===== src/rtl/scw_pkg.sv =====
/*
 * Constants and carrier types for the sleep-clock and wake-timing block.
 * Assumes a 100 MHz core clock and an 8-bit register port with 10-bit addresses.
 */
`default_nettype none
package scw_pkg;
	// ------------------------------------------------------------
	// register offsets
	// ------------------------------------------------------------
	localparam logic [9:0] ADDR_CLK_SRC  = 10'h208;
	localparam logic [9:0] ADDR_CAL_LO   = 10'h209;
	localparam logic [9:0] ADDR_CAL_MID  = 10'h20a;
	localparam logic [9:0] ADDR_CAL_HI   = 10'h20b;
	localparam logic [9:0] ADDR_IRQ_CLK  = 10'h211;
	localparam logic [9:0] ADDR_DIV      = 10'h220;
	localparam logic [9:0] ADDR_WAKE_LO  = 10'h222;
	localparam logic [9:0] ADDR_WAKE_HI  = 10'h223;
	localparam logic [9:0] ADDR_REM_LO   = 10'h224;
	localparam logic [9:0] ADDR_REM_HI   = 10'h225;
	localparam logic [9:0] ADDR_MAIN0    = 10'h226;
	localparam logic [9:0] ADDR_MAIN1    = 10'h227;
	localparam logic [9:0] ADDR_MAIN2    = 10'h228;
	localparam logic [9:0] ADDR_MAIN3    = 10'h229;
	// ------------------------------------------------------------
	// field positions
	// ------------------------------------------------------------
	localparam int BIT_OSC   = 4;
	localparam int BIT_SRC   = 0;
	localparam int BIT_RDY   = 7;
	localparam int BIT_START = 4;
	localparam int BIT_POL   = 1;
	localparam int BIT_OFF   = 0;
	localparam int BIT_WDT   = 7;
	localparam int BIT_CLKEN = 5;
	localparam int BIT_SLEEP = 7;
	// ------------------------------------------------------------
	// widths, reset values, timing
	// ------------------------------------------------------------
	localparam int          DIV_W        = 5;
	localparam int          WAKE_W       = 11;
	localparam int          CAL_W        = 20;
	localparam logic [10:0] WAKE_RST     = 11'h00a;
	localparam logic [4:0]  CAL_CYCLES   = 5'h10;
	localparam logic [3:0]  BO_UNSLOTTED = 4'hf;
	localparam int          CORE_PERIOD_NS = 10;
	localparam int          CAL_UNIT_NS    = 50;
	localparam logic [2:0]  CAL_TICK_CYC   = 3'(CAL_UNIT_NS / CORE_PERIOD_NS);

	typedef struct packed {
		logic        wr;
		logic        rd;
		logic [9:0]  addr;
		logic [7:0]  wdata;
	} scw_req_type;

	typedef struct packed {
		logic        osc_tuning_ctrl;
		logic        clock_output_source_sel;
		logic        interrupt_edge_sel;
		logic        sleep_clock_off;
		logic        two_wire_watchdog_on;
		logic        clock_output_on;
		logic [4:0]  sleep_divider_exp;
		logic [15:0] remain_counter;
		logic [25:0] main_counter;
	} scw_cfg_type;

	typedef enum logic [2:0] {
		CAL_IDLE = 3'b001,
		CAL_ARM  = 3'b010,
		CAL_RUN  = 3'b100
	} scw_cal_type;
endpackage : scw_pkg
`default_nettype wire


===== src/rtl/scw_sleep_clock_wake_timers.sv =====
/*
 * Sleep-clock calibration, divider, wake down-counter, clock-output select and
 * the configuration registers behind the parallel register port.
 * Assumes sleep_clk_in, analog_clk20 and pm_clk20 are levels synchronous to core_clk.
 */
`default_nettype none
// Behaviour
// - source select 0 routes analogue 20 MHz clock out, 1 routes power-management clock.
// - calibration counts 50 ns ticks over 16 sleep-clock cycles.
// - 20-bit result reads as low byte, mid byte and status low nibble.
// - writing 1 to the start bit launches calibration; bit reads zero.
// - ready flag is 0 without result, 1 once 16 cycles are timed.
// - edge-select bit picks falling (0) or rising (1) interrupt edge.
// - watchdog enable bit switches two-wire watchdog on when 1.
// - clock-output enable drives output pin when 1, holds it low when 0.
// - divider field n divides sleep clock by 2^n; resets to zero.
// - 11-bit wake down-counter on sleep clock; resets to 0x00a.
// - 16-bit remain counter in two read/write bytes, reset zero.
// - main counter bits 23..0 in three read/write bytes, reset zero.
// - main counter bits 25..24 sit in the following register.
// - sleep trigger starts sleep in unslotted mode, clears on wake.
module scw_sleep_clock_wake_timers (
	input  wire logic                 core_clk,
	input  wire logic                 rst_n,
	input  wire logic                 clk_en,
	input  wire scw_pkg::scw_req_type reg_req,
	output logic [7:0]                reg_rdata,
	output logic                      reg_rvalid,
	input  wire logic                 sleep_clk_in,
	input  wire logic                 analog_clk20,
	input  wire logic                 pm_clk20,
	input  wire logic [3:0]           beacon_order,
	input  wire logic                 slotted_mode,
	output scw_pkg::scw_cfg_type      cfg_o,
	output logic                      clk_out_pin,
	output logic                      sleep_tick_o,
	output logic                      sleep_active_o,
	output logic                      wake_pulse_o
);
	// ------------------------------------------------------------
	// state
	// ------------------------------------------------------------
	scw_pkg::scw_cfg_type cfg_q, cfg_d;
	scw_pkg::scw_cal_type cal_st_q, cal_st_d;
	logic [19:0] cal_cnt_q, cal_cnt_d, cal_res_q, cal_res_d;
	logic [4:0]  edge_cnt_q, edge_cnt_d;
	logic        ready_q, ready_d;
	logic [2:0]  tick_cnt_q, tick_cnt_d;
	logic        tick_q, tick_d;
	logic        slp_prev_q;
	logic [31:0] div_cnt_q, div_cnt_d;
	logic        stick_q, stick_d;
	logic [10:0] wake_time_q, wake_time_d, wake_cnt_q, wake_cnt_d;
	logic        sleep_q, sleep_d, wake_q, wake_d;
	logic        clko_q, clko_d;
	logic [7:0]  rdata_q, rdata_d;
	logic        rvalid_q;
	logic        slp_edge, div_tick, cal_go, cal_fin, slp_go, wake_now;

	function automatic logic hit(input scw_pkg::scw_req_type r, input logic [9:0] a);
		hit = r.wr && (r.addr == a);
	endfunction : hit

	function automatic logic [31:0] div_mask(input logic [4:0] n);
		div_mask = (32'h1 << n) - 32'h1;
	endfunction : div_mask

	// ------------------------------------------------------------
	// sleep clock edge, divider and 20 MHz tick
	// ------------------------------------------------------------
	// stopped sleep clock yields no edges
	assign slp_edge = sleep_clk_in && !slp_prev_q && !cfg_q.sleep_clock_off;
	assign div_tick = slp_edge && ((div_cnt_q & div_mask(cfg_q.sleep_divider_exp)) ==
		div_mask(cfg_q.sleep_divider_exp));

	localparam logic [2:0] CAL_TICK_CYC_M1 = scw_pkg::CAL_TICK_CYC - 3'h1;

	// next values of tick generator and divider
	always_comb
	begin
		tick_cnt_d = (tick_cnt_q == CAL_TICK_CYC_M1) ? 3'h0 : tick_cnt_q + 3'h1;
		tick_d     = (tick_cnt_q == CAL_TICK_CYC_M1);
		div_cnt_d  = slp_edge ? div_cnt_q + 32'h1 : div_cnt_q;
		stick_d    = div_tick;
	end

	// ------------------------------------------------------------
	// calibration counter
	// ------------------------------------------------------------
	assign cal_go  = hit(reg_req, scw_pkg::ADDR_CAL_HI) && reg_req.wdata[scw_pkg::BIT_START];
	assign cal_fin = (cal_st_q == scw_pkg::CAL_RUN) && slp_edge &&
		(edge_cnt_q == scw_pkg::CAL_CYCLES - 5'h1);

	// arm on start, time 16 sleep edges in 50 ns ticks, finishing beats a restart
	always_comb
	begin
		cal_st_d   = cal_st_q;
		cal_cnt_d  = cal_cnt_q;
		edge_cnt_d = edge_cnt_q;
		cal_res_d  = cal_res_q;
		ready_d    = ready_q;
		if (cal_fin)
		begin
			cal_st_d  = scw_pkg::CAL_IDLE;
			cal_res_d = cal_cnt_q;
			ready_d   = 1'b1;
		end
		else if (cal_go)
		begin
			cal_st_d = scw_pkg::CAL_ARM;
			ready_d  = 1'b0;
		end
		else
		begin
			case (cal_st_q)
				scw_pkg::CAL_IDLE: cal_st_d = scw_pkg::CAL_IDLE;
				scw_pkg::CAL_ARM:
				begin
					if (slp_edge)
					begin
						cal_st_d   = scw_pkg::CAL_RUN;
						cal_cnt_d  = 20'h0;
						edge_cnt_d = 5'h0;
					end
				end
				scw_pkg::CAL_RUN:
				begin
					if (tick_q && (cal_cnt_q != 20'hfffff))
						cal_cnt_d = cal_cnt_q + 20'h1;
					if (slp_edge)
						edge_cnt_d = edge_cnt_q + 5'h1;
				end
				default: cal_st_d = scw_pkg::CAL_IDLE;
			endcase
		end
	end

	// ------------------------------------------------------------
	// wake down-counter and sleep trigger
	// ------------------------------------------------------------
	assign slp_go = hit(reg_req, scw_pkg::ADDR_MAIN3) && reg_req.wdata[scw_pkg::BIT_SLEEP] && !sleep_q &&
		(beacon_order == scw_pkg::BO_UNSLOTTED) && !slotted_mode;
	assign wake_now = sleep_q && div_tick && (wake_cnt_q <= 11'h001);

	// load on sleep entry, count divided sleep ticks, wake at the bottom
	always_comb
	begin
		sleep_d    = sleep_q;
		wake_d     = 1'b0;
		wake_cnt_d = wake_cnt_q;
		if (slp_go)
		begin
			sleep_d    = 1'b1;
			wake_cnt_d = wake_time_q;
		end
		else if (wake_now)
		begin
			sleep_d = 1'b0;
			wake_d  = 1'b1;
		end
		else if (sleep_q && div_tick)
			wake_cnt_d = wake_cnt_q - 11'h001;
	end

	// ------------------------------------------------------------
	// register writes and clock output
	// ------------------------------------------------------------
	always_comb
	begin
		cfg_d       = cfg_q;
		wake_time_d = wake_time_q;
		if (hit(reg_req, scw_pkg::ADDR_CLK_SRC))
		begin
			cfg_d.osc_tuning_ctrl         = reg_req.wdata[scw_pkg::BIT_OSC];
			cfg_d.clock_output_source_sel = reg_req.wdata[scw_pkg::BIT_SRC];
		end
		if (hit(reg_req, scw_pkg::ADDR_IRQ_CLK))
		begin
			cfg_d.interrupt_edge_sel = reg_req.wdata[scw_pkg::BIT_POL];
			cfg_d.sleep_clock_off    = reg_req.wdata[scw_pkg::BIT_OFF];
		end
		if (hit(reg_req, scw_pkg::ADDR_DIV))
		begin
			cfg_d.two_wire_watchdog_on = reg_req.wdata[scw_pkg::BIT_WDT];
			cfg_d.clock_output_on      = reg_req.wdata[scw_pkg::BIT_CLKEN];
			cfg_d.sleep_divider_exp    = reg_req.wdata[4:0];
		end
		if (hit(reg_req, scw_pkg::ADDR_WAKE_LO))
			wake_time_d[7:0] = reg_req.wdata;
		if (hit(reg_req, scw_pkg::ADDR_WAKE_HI))
			wake_time_d[10:8] = reg_req.wdata[2:0];
		if (hit(reg_req, scw_pkg::ADDR_REM_LO))
			cfg_d.remain_counter[7:0] = reg_req.wdata;
		if (hit(reg_req, scw_pkg::ADDR_REM_HI))
			cfg_d.remain_counter[15:8] = reg_req.wdata;
		if (hit(reg_req, scw_pkg::ADDR_MAIN0))
			cfg_d.main_counter[7:0] = reg_req.wdata;
		if (hit(reg_req, scw_pkg::ADDR_MAIN1))
			cfg_d.main_counter[15:8] = reg_req.wdata;
		if (hit(reg_req, scw_pkg::ADDR_MAIN2))
			cfg_d.main_counter[23:16] = reg_req.wdata;
		if (hit(reg_req, scw_pkg::ADDR_MAIN3))
			cfg_d.main_counter[25:24] = reg_req.wdata[1:0];
		// gated, selected 20 MHz clock out
		clko_d = cfg_q.clock_output_on &&
			(cfg_q.clock_output_source_sel ? pm_clk20 : analog_clk20);
	end

	// ------------------------------------------------------------
	// register reads
	// ------------------------------------------------------------
	always_comb
	begin
		rdata_d = 8'h00;
		case (reg_req.addr)
			scw_pkg::ADDR_CLK_SRC: rdata_d = {3'h0, cfg_q.osc_tuning_ctrl, 3'h0, cfg_q.clock_output_source_sel};
			scw_pkg::ADDR_CAL_LO:  rdata_d = cal_res_q[7:0];
			scw_pkg::ADDR_CAL_MID: rdata_d = cal_res_q[15:8];
			scw_pkg::ADDR_CAL_HI:  rdata_d = {ready_q, 3'h0, cal_res_q[19:16]};
			scw_pkg::ADDR_IRQ_CLK: rdata_d = {6'h00, cfg_q.interrupt_edge_sel, cfg_q.sleep_clock_off};
			scw_pkg::ADDR_DIV:     rdata_d = {cfg_q.two_wire_watchdog_on, 1'b0, cfg_q.clock_output_on,
				cfg_q.sleep_divider_exp};
			scw_pkg::ADDR_WAKE_LO: rdata_d = wake_time_q[7:0];
			scw_pkg::ADDR_WAKE_HI: rdata_d = {5'h00, wake_time_q[10:8]};
			scw_pkg::ADDR_REM_LO:  rdata_d = cfg_q.remain_counter[7:0];
			scw_pkg::ADDR_REM_HI:  rdata_d = cfg_q.remain_counter[15:8];
			scw_pkg::ADDR_MAIN0:   rdata_d = cfg_q.main_counter[7:0];
			scw_pkg::ADDR_MAIN1:   rdata_d = cfg_q.main_counter[15:8];
			scw_pkg::ADDR_MAIN2:   rdata_d = cfg_q.main_counter[23:16];
			scw_pkg::ADDR_MAIN3:   rdata_d = {sleep_q, 5'h00, cfg_q.main_counter[25:24]};
			default:               rdata_d = 8'h00;
		endcase
		if (!reg_req.rd)
			rdata_d = 8'h00;
	end

	// ------------------------------------------------------------
	// registering, frozen while clk_en is low
	// ------------------------------------------------------------
	always_ff @(posedge core_clk)
	begin
		if (!rst_n)
		begin
			cfg_q       <= '0;
			cal_st_q    <= scw_pkg::CAL_IDLE;
			cal_cnt_q   <= 20'h0;
			cal_res_q   <= 20'h0;
			edge_cnt_q  <= 5'h0;
			ready_q     <= 1'b0;
			tick_cnt_q  <= 3'h0;
			tick_q      <= 1'b0;
			slp_prev_q  <= 1'b0;
			div_cnt_q   <= 32'h0;
			stick_q     <= 1'b0;
			wake_time_q <= scw_pkg::WAKE_RST;
			wake_cnt_q  <= scw_pkg::WAKE_RST;
			sleep_q     <= 1'b0;
			wake_q      <= 1'b0;
			clko_q      <= 1'b0;
			rdata_q     <= 8'h00;
			rvalid_q    <= 1'b0;
		end
		else if (clk_en)
		begin
			cfg_q       <= cfg_d;
			cal_st_q    <= cal_st_d;
			cal_cnt_q   <= cal_cnt_d;
			cal_res_q   <= cal_res_d;
			edge_cnt_q  <= edge_cnt_d;
			ready_q     <= ready_d;
			tick_cnt_q  <= tick_cnt_d;
			tick_q      <= tick_d;
			slp_prev_q  <= sleep_clk_in;
			div_cnt_q   <= div_cnt_d;
			stick_q     <= stick_d;
			wake_time_q <= wake_time_d;
			wake_cnt_q  <= wake_cnt_d;
			sleep_q     <= sleep_d;
			wake_q      <= wake_d;
			clko_q      <= clko_d;
			rdata_q     <= rdata_d;
			rvalid_q    <= reg_req.rd;
		end
	end

	// outputs straight from flip-flops
	assign cfg_o          = cfg_q;
	assign clk_out_pin    = clko_q;
	assign sleep_tick_o   = stick_q;
	assign sleep_active_o = sleep_q;
	assign wake_pulse_o   = wake_q;
	assign reg_rdata      = rdata_q;
	assign reg_rvalid     = rvalid_q;
endmodule : scw_sleep_clock_wake_timers
`default_nettype wire


===== config.mk =====
export PLATFORM = sky130hd
export DESIGN_NAME = scw_sleep_clock_wake_timers
export DESIGN_NICKNAME = d
export VERILOG_FILES = /design/src/rtl/scw_pkg.sv /design/src/rtl/scw_sleep_clock_wake_timers.sv
export SDC_FILE = /design/constraint.sdc
export NUM_CORES = 1
export LEC_CHECK = 0
export CAP_MARGIN = 10
export CORE_AREA = 2 2 164 166
export CTS_CLUSTER_DIAMETER = 100
export DETAILED_ROUTE_END_ITERATION = 6
export DIE_AREA = 0 0 166 168
export DONT_BUFFER_PORTS = 1
export PLACE_DENSITY = 0.51
export SLEW_MARGIN = 25
export SYNTH_ARGS = -nofsm -noshare
export SYNTH_HDL_FRONTEND = slang
export SYNTH_SLANG_ARGS = --single-unit

===== constraint.sdc =====
create_clock -name core_clk -period 3.5 [get_ports core_clk]
set_clock_uncertainty 0.2 [all_clocks]
set_input_delay 0.175 -clock core_clk [delete_from_list [all_inputs] [get_ports core_clk]]
set_output_delay 0.175 -clock core_clk [all_outputs]
set_load 0.005 [all_outputs]

==> metrics, run 1 <==
clock latency at the later pin of the worst-skew pair=about 0.44 ns; layout overhead on the synthesized area=16.17%; placed insts=~1400; Post-DP HPWL=between 20000 and 25000 µm; most frequent cells after synthesis=nand2_1 (232), dfxtp_1 (173), a21boi_0 (85), clkbuf_1 (60), nor2_1 (57); sequential area share after synthesis=38.40%; most frequent cell after synthesis=nand2_1; # DRC=0; Starting Density=around a third; share of cells above drive strength 1=9.594%; via/cell ratio=5.346; Cells after Synth=about 1100; IO Pins=just under 100; status=finished clean; type of the worst min-delay path=input port to register; Final Critical Period=about 3.3 ns; # nets final=1184; Seq pwr share=between 40 and 50%; GP Congestion=approximately 0.87; syn avg cell area=8.046 µm²; RR Startpoint=cfg_o[43]; Layout Cells excl Fill=1499; vias in the first global route=about 7900; clk sink count=173; first-pass GRT wire length=between 40000 and 50000 µm; PwrDens=388.5 nW/µm²; core region area=26350 µm²; largest cells by area after synthesis=dfxtp_1 (38%), nand2_1 (9.7%), a21boi_0 (7.1%); Antenna Nets Post-Route=0; H-tree depth=4; vias post-DR=8013; filler cell count in the final layout=between 2000 and 3000; Main synth FF type=dfxtp_1; Yosys reg bits=roughly 170; Setup CP Type=register to register; CTS Root Cell=clkbuf_16; syn nets=1161; Reg clk slew, reported paths=roughly 0.08 ns; setup TNS=0 ns; CP Capture Type=register; Pint=3.006 mW; Net Sw Power=between 1 and 1.5 mW; Hold Startpoint=rst_n; RSZ-0062 raised after global routing=no; initial DRC count=around 570; DR WL/cell=a little under 20 µm; Rows=60; critical path launch point type=register; pins over their slew limit=0; DIE WIDTH=~170 µm; Die ar.=between 20000 and 30000 µm²; synthesized area=approximately 9000 µm²; Pre-antenna DRT Iters=5; CTS buffer count=17; sw frac=a little over a quarter; relative slew slack=43.72%; Netlist cell types=between 70 and 80; clock power share=~48%; largest net degree at the start of global routing=around 170; Longest Clk Path Bufs=2; Post-Route WL=slightly below 30000 µm; WP data arrival=3.43 ns; Overflow after GRT=0; cell taking the most area after synthesis=dfxtp_1; FFs w/ async S/R, synth=0%; fmax=~300 MHz; Data required, critical path=approximately 3.7 ns; CTS tree=done; Fin. Hold Viols=0; Max Cap Viol=0; CP startpoint=cfg_o[43]; synth warn=0; Global Route Usage Sum=a little over a fifth; post-CTS setup buffer count=0; final setup fails=0; Tcrit/Tclk final=93.53%; Port Buffers=0; Max Fanout on Critical Path=15; peak supply drop=~220 µV; share of the synthesized area in the top cell type=approximately two fifths; static leakage=3.557 nW; Gate power share=3.8%; Least-Margin Pin Slew=approximately 0.84 ns; number of synthesized flops with an enable pin=0; Die H=about 170 µm; number of antenna violations at the first check in global routing=1
per-layer routing:
| layer | track usage, % | share of wire [%] |
|---|---|---|
| met1 | 26.62 | 45 |
| met2 | 34.26 | 46 |
| met3 | 5.759 | 6.0 |
| met4 | 7.108 | 2.5 |
| met5 | 0 | 0 |
power by group through the flow:
stage / Combinational, mW / Sequential [mW] / Clock [mW]
3_5_place_dp: 0.0769 / 2.02 / 0
4_1_cts: 0.153 / 1.98 / 1.99
6_report: 0.153 / 1.98 / 1.94
3_3_place_gp: 0.0766 / 2.02 / 0
5_1_grt: 0.164 / 1.98 / 2.07
2_1_floorplan: 0.101 / 2.02 / 0
sequential cells by signal (all words and copies together) (netlist names):
| register | count |
|---|---|
| sleep_active_o | 1 |
| wake_time_q | 11 |
| wake_cnt_q | 11 |
| cal_cnt_q | 20 |
| div_cnt_q | 31 |
| tick_q | 1 |
| cal_res_q | 20 |
| slp_prev_q | 1 |
| edge_cnt_q | 5 |
| cal_st_q | 3 |
| clk_out_pin | 1 |
| ready_q | 1 |
| cfg_o | 53 |
| wake_pulse_o | 1 |
| reg_rvalid | 1 |
| reg_rdata | 8 |
| sleep_tick_o | 1 |
| tick_cnt_q | 3 |
what timing repair did:
item                                   in CTS  in global routing
resized for setup                           0                  4
hold buffers                               24                  0
setup endpoints to repair                   0                 14
endpoints found under the hold margin     173                  0
layout make-up:
cell class / instances / area [µm²] / area share (%)
Tap cell: 341 / 426.7 / 4.072
Clock inverter: 14 / 180.2 / 1.719
Clock buffer: 18 / 429.2 / 4.096
Inverter: 25 / 95.09 / 0.9075
Sequential cell: 173 / 3465 / 33.06
Multi-Input combinational cell: 855 / 5249 / 50.09
Timing Repair Buffer: 72 / 631.9 / 6.030
Antenna cell: 1 / 2.502 / 0.02388
cells in the final DEF, fill, tap and decap left out, types with 24 or more instances in the layout:
cell type / count
nand3_1: 45
and2_1: 41
nand2_1: 232
o21ai_0: 34
buf_4: 47
nor3_1: 26
nor2_1: 55
dfxtp_1: 172
inv_1: 24
a21oi_1: 28
a21boi_0: 85
nor2b_1: 24
xnor2_1: 28
worst max-delay path, cell delays in order, from the launching register on:
cell      delay (ns)
dfxtp_1         0.42
buf_4           0.25
or4b_2          0.63
nor2_1          0.15
xnor2_1         0.13
o221ai_1        0.13
or4_4           0.53
buf_4           0.17
nor4_4          0.21
buf_4           0.16
nand4_1         0.08
a21boi_0        0.15
per-stage QoR:
| step | cell area (µm²) | hold WS, ns | utilization [%] | power [mW] | worst slack, ns |
|---|---|---|---|---|---|
| 2_1_floorplan | 9082 | 0.09897 | - | 2.124 | 0.02769 |
| 3_3_place_gp | 9568 | 0.07561 | 36.31 | 2.100 | 0.1247 |
| 3_5_place_dp | 9570 | 0.07424 | 36.32 | 2.101 | 0.1095 |
| 4_1_cts | 10450 | 0.001033 | 39.65 | 4.121 | 0.06515 |
| 5_1_grt | 10480 | 0.04055 | 39.76 | 4.212 | 0.006221 |
| 6_report | 10480 | 0.02109 | 39.77 | 4.071 | 0.2264 |
cell families (layout without fill, tap and decap cells):
group / Yosys count / after routing / synth area share (%)
compound gates: 230 / 230 / 17.88
xor+xnor: 49 / 49 / 4.758
fa+ha+maj: 9 / 9 / 1.248
buf+inv: 94 / 129 / 4.037
flops: 173 / 173 / 38.40
mux: 31 / 31 / 4.730
other cells: 0 / 1 / 0
simple gates: 535 / 536 / 28.95
path summary, 6_finish.rpt:
check | to | slack, ns | cells after the start
worst max-delay path | wake_pulse_o | 0.23 | 11
worst min-delay path | reg_rdata[4] | 0.02 | 2
worst max register to register | wake_pulse_o | 0.23 | 11
worst min register to register | cal_res_q[11] | 0.27 | 2
Power figures use the tool's default switching activity.
==> run 2: changes to the inputs <==
Settings changed: RECOVER_POWER from default to 100.
==> run 2 against run 1 <==
Effect of this change: worst hold slack worse by 0.014 ns; setup slack improved by 0.018 ns; power hardly changed; via count is 0.54% higher; clock power about the same; critical path depth is the same; design area fell by 0.54%; combinational power barely moved; global-route usage unchanged; routed wire length about the same.
==> metrics, run 2 (synthesis gave the netlist of run 1 again) <==
status=finished clean; Port Buffers=0; placed cell area=approximately 9600 µm²; placed insts=~1400; Setup CP Type=register to register; Die H=about 170 µm; core region area=between 20000 and 30000 µm²; Hold Path Stages=2; Reg clk slew, reported paths=~0.080 ns; max reg flops=between 50 and 60; post-route cell area=about 10000 µm²; CP max stage delay=around 0.63 ns; clk sink count=173; pre-CTS worst setup slack=0.1095 ns; CTS Root Cell=clkbuf_16; RR Startpoint=cfg_o[43]; type of the worst min-delay path=input port to register; initial DRC count=approximately 640; largest net degree at the start of global routing=166; pins over their slew limit=0; Final Critical Period=approximately 3.3 ns; vias in the first global route=7892; GP Congestion=between 0.8 and 0.9; Max Cap Viol=0; Bufs and invs on worst path=3; Least-Margin Pin Slew=about 0.82 ns; via/cell ratio=5.374; fmax=around 310 MHz; H-tree depth=4; Post-Route WL=between 20000 and 30000 µm; Tcrit/Tclk final=between 90 and 100%; post-CTS setup buffer count=0; layout overhead on the synthesized area=15.55%; Pre-antenna DRT Iters=5; commonest cells after routing, fill and taps aside=nand2_1 (232), dfxtp_1 (172), a21boi_0 (85); filler cell count in the final layout=around 2700; Rows=60; WP data arrival=between 3 and 4 ns; hold worst-path end=reg_rdata[4]; Die ar.=between 20000 and 30000 µm²; most common cell after layout, fill and taps aside=nand2_1; Global Route Usage Sum=20.91%; register area=roughly 3500 µm²; Layout Cells excl Fill=approximately 1500; CTS buffer count=17; Overflow after GRT=0; IO Pins=97; number of antenna violations at the first check in global routing=1; slowest cell on the critical path=or4b_2; RSZ-0062 raised after global routing=no; Post-DP HPWL=a little over 20000 µm; relative slew slack=between 40% and 50%; PwrDens=390.5 nW/µm²; Fin. Hold Viols=0; setup TNS=0 ns; CP delay by family, top=simple AND/OR/NAND/NOR gates; static leakage=3.480 nW; Data required, critical path=around 3.7 ns; final setup fails=0; Starting Density=roughly a third; R2R Setup Slk=between 0.2 and 0.25 ns; final setup margin=about 0.24 ns; vias post-DR=approximately 8000; # DRC=0; Critical Path Most Common Cell=buf_4; CP Capture Type=register; Critical R2R Capture=wake_pulse_o; area of the multi-input gates=~5200 µm²; worst hold slack=between 0.006 and 0.007 ns; Max Fanout on Critical Path=15; crit path cell chain=buf_4 > or4b_2 > nor2_1 > xnor2_1 > o221ai_1 > or4_4 > clkbuf_1 > nor4_4 > buf_4 > nand4_1 > a21boi_0; Hold Startpoint=rst_n; Worst R2R Path Depth=11; critical path launch point type=register; first-pass GRT wire length=~46000 µm; CTS tree=done; clock latency at the later pin of the worst-skew pair=between 0.4 and 0.5 ns; share of cells above drive strength 1=under 10%; DR WL/cell=19.49 µm; Antenna Nets Post-Route=0; DIE WIDTH=166 µm; Longest Clk Path Bufs=2; peak supply drop=around 220 µV; # nets final=~1200
## run 2: cell count changes in the layout (fill, tap and decap cells not counted), sizes merged
| cell | previous run | this run |
|---|---|---|
| clkbuf | 18 | 31 |
| buf | 50 | 37 |
## run 2: report_power, final
| part | total, mW | switching (mW) | internal [mW] |
|---|---|---|---|
| logic | 0.151 | 0.0884 | 0.0621 |
| clock network | 1.94 | 0.972 | 0.970 |
| registers | 1.98 | 0.00514 | 1.97 |
| total | 4.07 | 1.07 | 3.00 |
## run 2: layer usage
layer | track usage, % | wire length [µm]
met5 | 0 | 0
met1 | 26.62 | 12940
met4 | 7.108 | 696
met2 | 34.26 | 13530
met3 | 5.759 | 2046
## run 2: worst max path at each step
stage	to	startpoint	depth (start not counted)
finish	wake_pulse_o	cfg_o[43]	11
global route	wake_pulse_o	cfg_o[45]	14
CTS	wake_cnt_q[5]	cfg_o[45]	13
detailed placement	wake_cnt_q[5]	cfg_o[45]	13
global placement	wake_pulse_o	cfg_o[45]	14
floorplan	wake_cnt_q[4]	cfg_o[44]	14
## run 2: area by class of cell
class	count	share of cell area, %
multi-input combinational	855	50.28
sequential	173	33.24
timing repair buffer	72	5.606
clock buffer	18	4.118
tap	341	4.094
clock inverter	14	1.729
inverter	25	0.9124
antenna	1	0.02401
## run 2: worst register-to-register path: cells and delay by family, from the launching register on
family / cells / cell delay, ns
flops: 1 / 0.41
buf+inv: 3 / 0.56
compound gates: 2 / 0.28
simple gates: 5 / 1.59
xor+xnor: 1 / 0.13
## run 2: repair_timing
item | CTS | global route
hold buffers | 24 | 0
setup endpoints to repair | 0 | 14
hold endpoints to repair | 173 | 0
resized for setup | 0 | 4
## run 2: per-stage QoR
step	power (mW)	util (%)
final	4.070	39.55
after detailed placement	2.101	36.32
after global routing	4.209	39.54
after floorplan	2.124	-
after global placement	2.100	36.31
after CTS	4.121	39.65
==> run 3: changes to the inputs <==
Settings changed: SETUP_SLACK_MARGIN from default to 0.4.
==> run 3 against run 2 <==
Effect of this change: the run now ends with negative hold slack left; routed wire length grew 6.6%; power fell by 0.42%; clock power about the same; largest cell class unchanged; flip-flop and latch count stayed put; worst hold slack lost 0.019 ns; combinational power shrank 19%; final cell count up 8.5%.
==> metrics, run 3 (synthesis gave the netlist of run 1 again) <==
status=finished, violations left; failing checks=negative hold slack; initial DRC count=~640; type of the worst min-delay path=input port to register; Rows=60; Antenna Nets Post-Route=0; number of antenna violations at the first check in global routing=0; Max Fanout on Critical Path=8; crit path cell chain=nor3_4 > nand3_2 > ha_2 > nand2_4 > nor3_2 > a2111oi_4 > clkbuf_4 > nand4_1 > or4_4 > nor4_4 > buf_6 > nand2b_4 > mux2i_1; Setup CP Type=register to register; Max Cap Viol=0; PwrDens=between 300 and 400 nW/µm²; CP max stage delay=0.54 ns; Bufs and invs on worst path=2; Tcrit/Tclk final=between 90% and 100%; placed cell area=approximately 9600 µm²; Starting Density=34.23%; clock latency at the later pin of the worst-skew pair=about 0.44 ns; setup TNS=0 ns; worst hold slack=-0.01202 ns; Fin. Hold Viols=3; Overflow after GRT=0; core region area=26350 µm²; critical path launch point type=register; fmax=309.4 MHz; Least-Margin Pin Slew=about 0.84 ns; Die ar.=approximately 28000 µm²; # nets final=1312; GP Congestion=a little under 0.9; H-tree depth=4; Global Route Usage Sum=22.27%; DR WL/cell=between 15 and 20 µm; share of cells above drive strength 1=between 10% and 20%; Post-DP HPWL=20710 µm; Die H=168 µm; CTS Root Cell=clkbuf_16; Port Buffers=0; commonest cells after routing, fill and taps aside=nand2_1 (230), dfxtp_1 (170), dlygate4sd3_1 (148); relative slew slack=a little over two fifths; # diodes=0; CTS buffer count=17; Longest Clk Path Bufs=2; vias post-DR=8688; slowest cell on the critical path=or4_4; max reg flops=53; most common cell after layout, fill and taps aside=nand2_1; filler cell count in the final layout=about 2700; final setup fails=0; clk sink count=around 170; DIE WIDTH=around 170 µm; WP data arrival=between 3 and 4 ns; Data required, critical path=3.66 ns; IO Pins=97; CTS tree=done; Pre-antenna DRT Iters=5; total power=just over 4 mW; via/cell ratio=about 5.3; largest net degree at the start of global routing=between 150 and 200; CP delay by family, top=simple AND/OR/NAND/NOR gates; Reg clk slew, reported paths=approximately 0.08 ns; first-pass GRT wire length=about 49000 µm; layout overhead on the synthesized area=31.82%; # DRC=0; Post-Route WL=between 30000 and 40000 µm; RSZ-0062 raised after global routing=yes; pins over their slew limit=0; CP Capture Type=register; post-route cell area=11890 µm²; vias in the first global route=8586; peak supply drop=260.4 µV; static leakage=4.346 nW; Final Critical Period=~3.2 ns
==> run 3: path summary, 6_finish.rpt <==
kind	from	endpoint	slack, ns	cells past startpoint
setup / recovery	cfg_o[44]	wake_cnt_q[5]	0.27	13
hold / removal	clk_en	wake_cnt_q[3]	-0.01	4
hold reg to reg	cfg_o[9]	cfg_o[9]	0.32	2
setup reg to reg	cfg_o[44]	wake_cnt_q[5]	0.27	13
==> run 3: repair_timing <==
item | 4_1_cts | 5_1_grt
setup buffers | 2 | 5
hold buffers | 146 | 3
endpoints found under the hold margin | 173 | 26
gates cloned | 1 | 0
resized for setup | 27 | 25
pin swaps | 10 | 25
setup endpoints to repair | 14 | 60
==> run 3: routing by layer <==
metal | GRT usage, % | up-vias | routed length, µm
met5 | 0 | - | 0
met4 | 8.507 | 0 | 911
met1 | 27.70 | 4184 | 13490
met2 | 37.16 | 220 | 14850
li1 | - | 4235 | -
met3 | 5.712 | 49 | 1900
==> run 3: cell type report <==
type / count / area (µm²) / share of cell area, %
inverter: 25 / 97.59 / 0.8208
clock inverter: 14 / 170.2 / 1.431
sequential: 173 / 3472 / 29.20
clock buffer: 18 / 429.2 / 3.609
timing repair buffer: 200 / 1887 / 15.87
tap: 341 / 426.7 / 3.588
multi-input combinational: 855 / 5408 / 45.48
==> run 3: power by group <==
group / total (mW) / switching, mW / internal, mW / leakage [nW]
Sequential: 1.98 / 0.00550 / 1.97 / 1.40
Clock: 1.95 / 0.985 / 0.969 / 0.291
Combinational: 0.123 / 0.0628 / 0.0601 / 2.66
==> run 3: stage by stage <==
stage               utilization [%]  std cells  hold slack [ns]  setup slack [ns]
CTS                           44.67       1618          -0.3714            0.3225
global route                  45.12       1626       -0.0001626            0.1099
detailed placement            36.33       1437          0.08976           0.09106
global placement              36.32       1437          0.07626            0.1380
finish                        45.12       1626         -0.01202            0.2681
floorplan                         -       1121          0.09897            0.1344
==> run 3: worst reg2reg max path: stages (launching register included) <==
cell and delay (ns):
dfxtp_1 0.39, nor3_4 0.22, nand3_2 0.08, ha_2 0.25
nand2_4 0.11, nor3_2 0.06, a2111oi_4 0.31, clkbuf_4 0.19
nand4_1 0.08, or4_4 0.54, nor4_4 0.17, buf_6 0.17
nand2b_4 0.18, mux2i_1 0.20
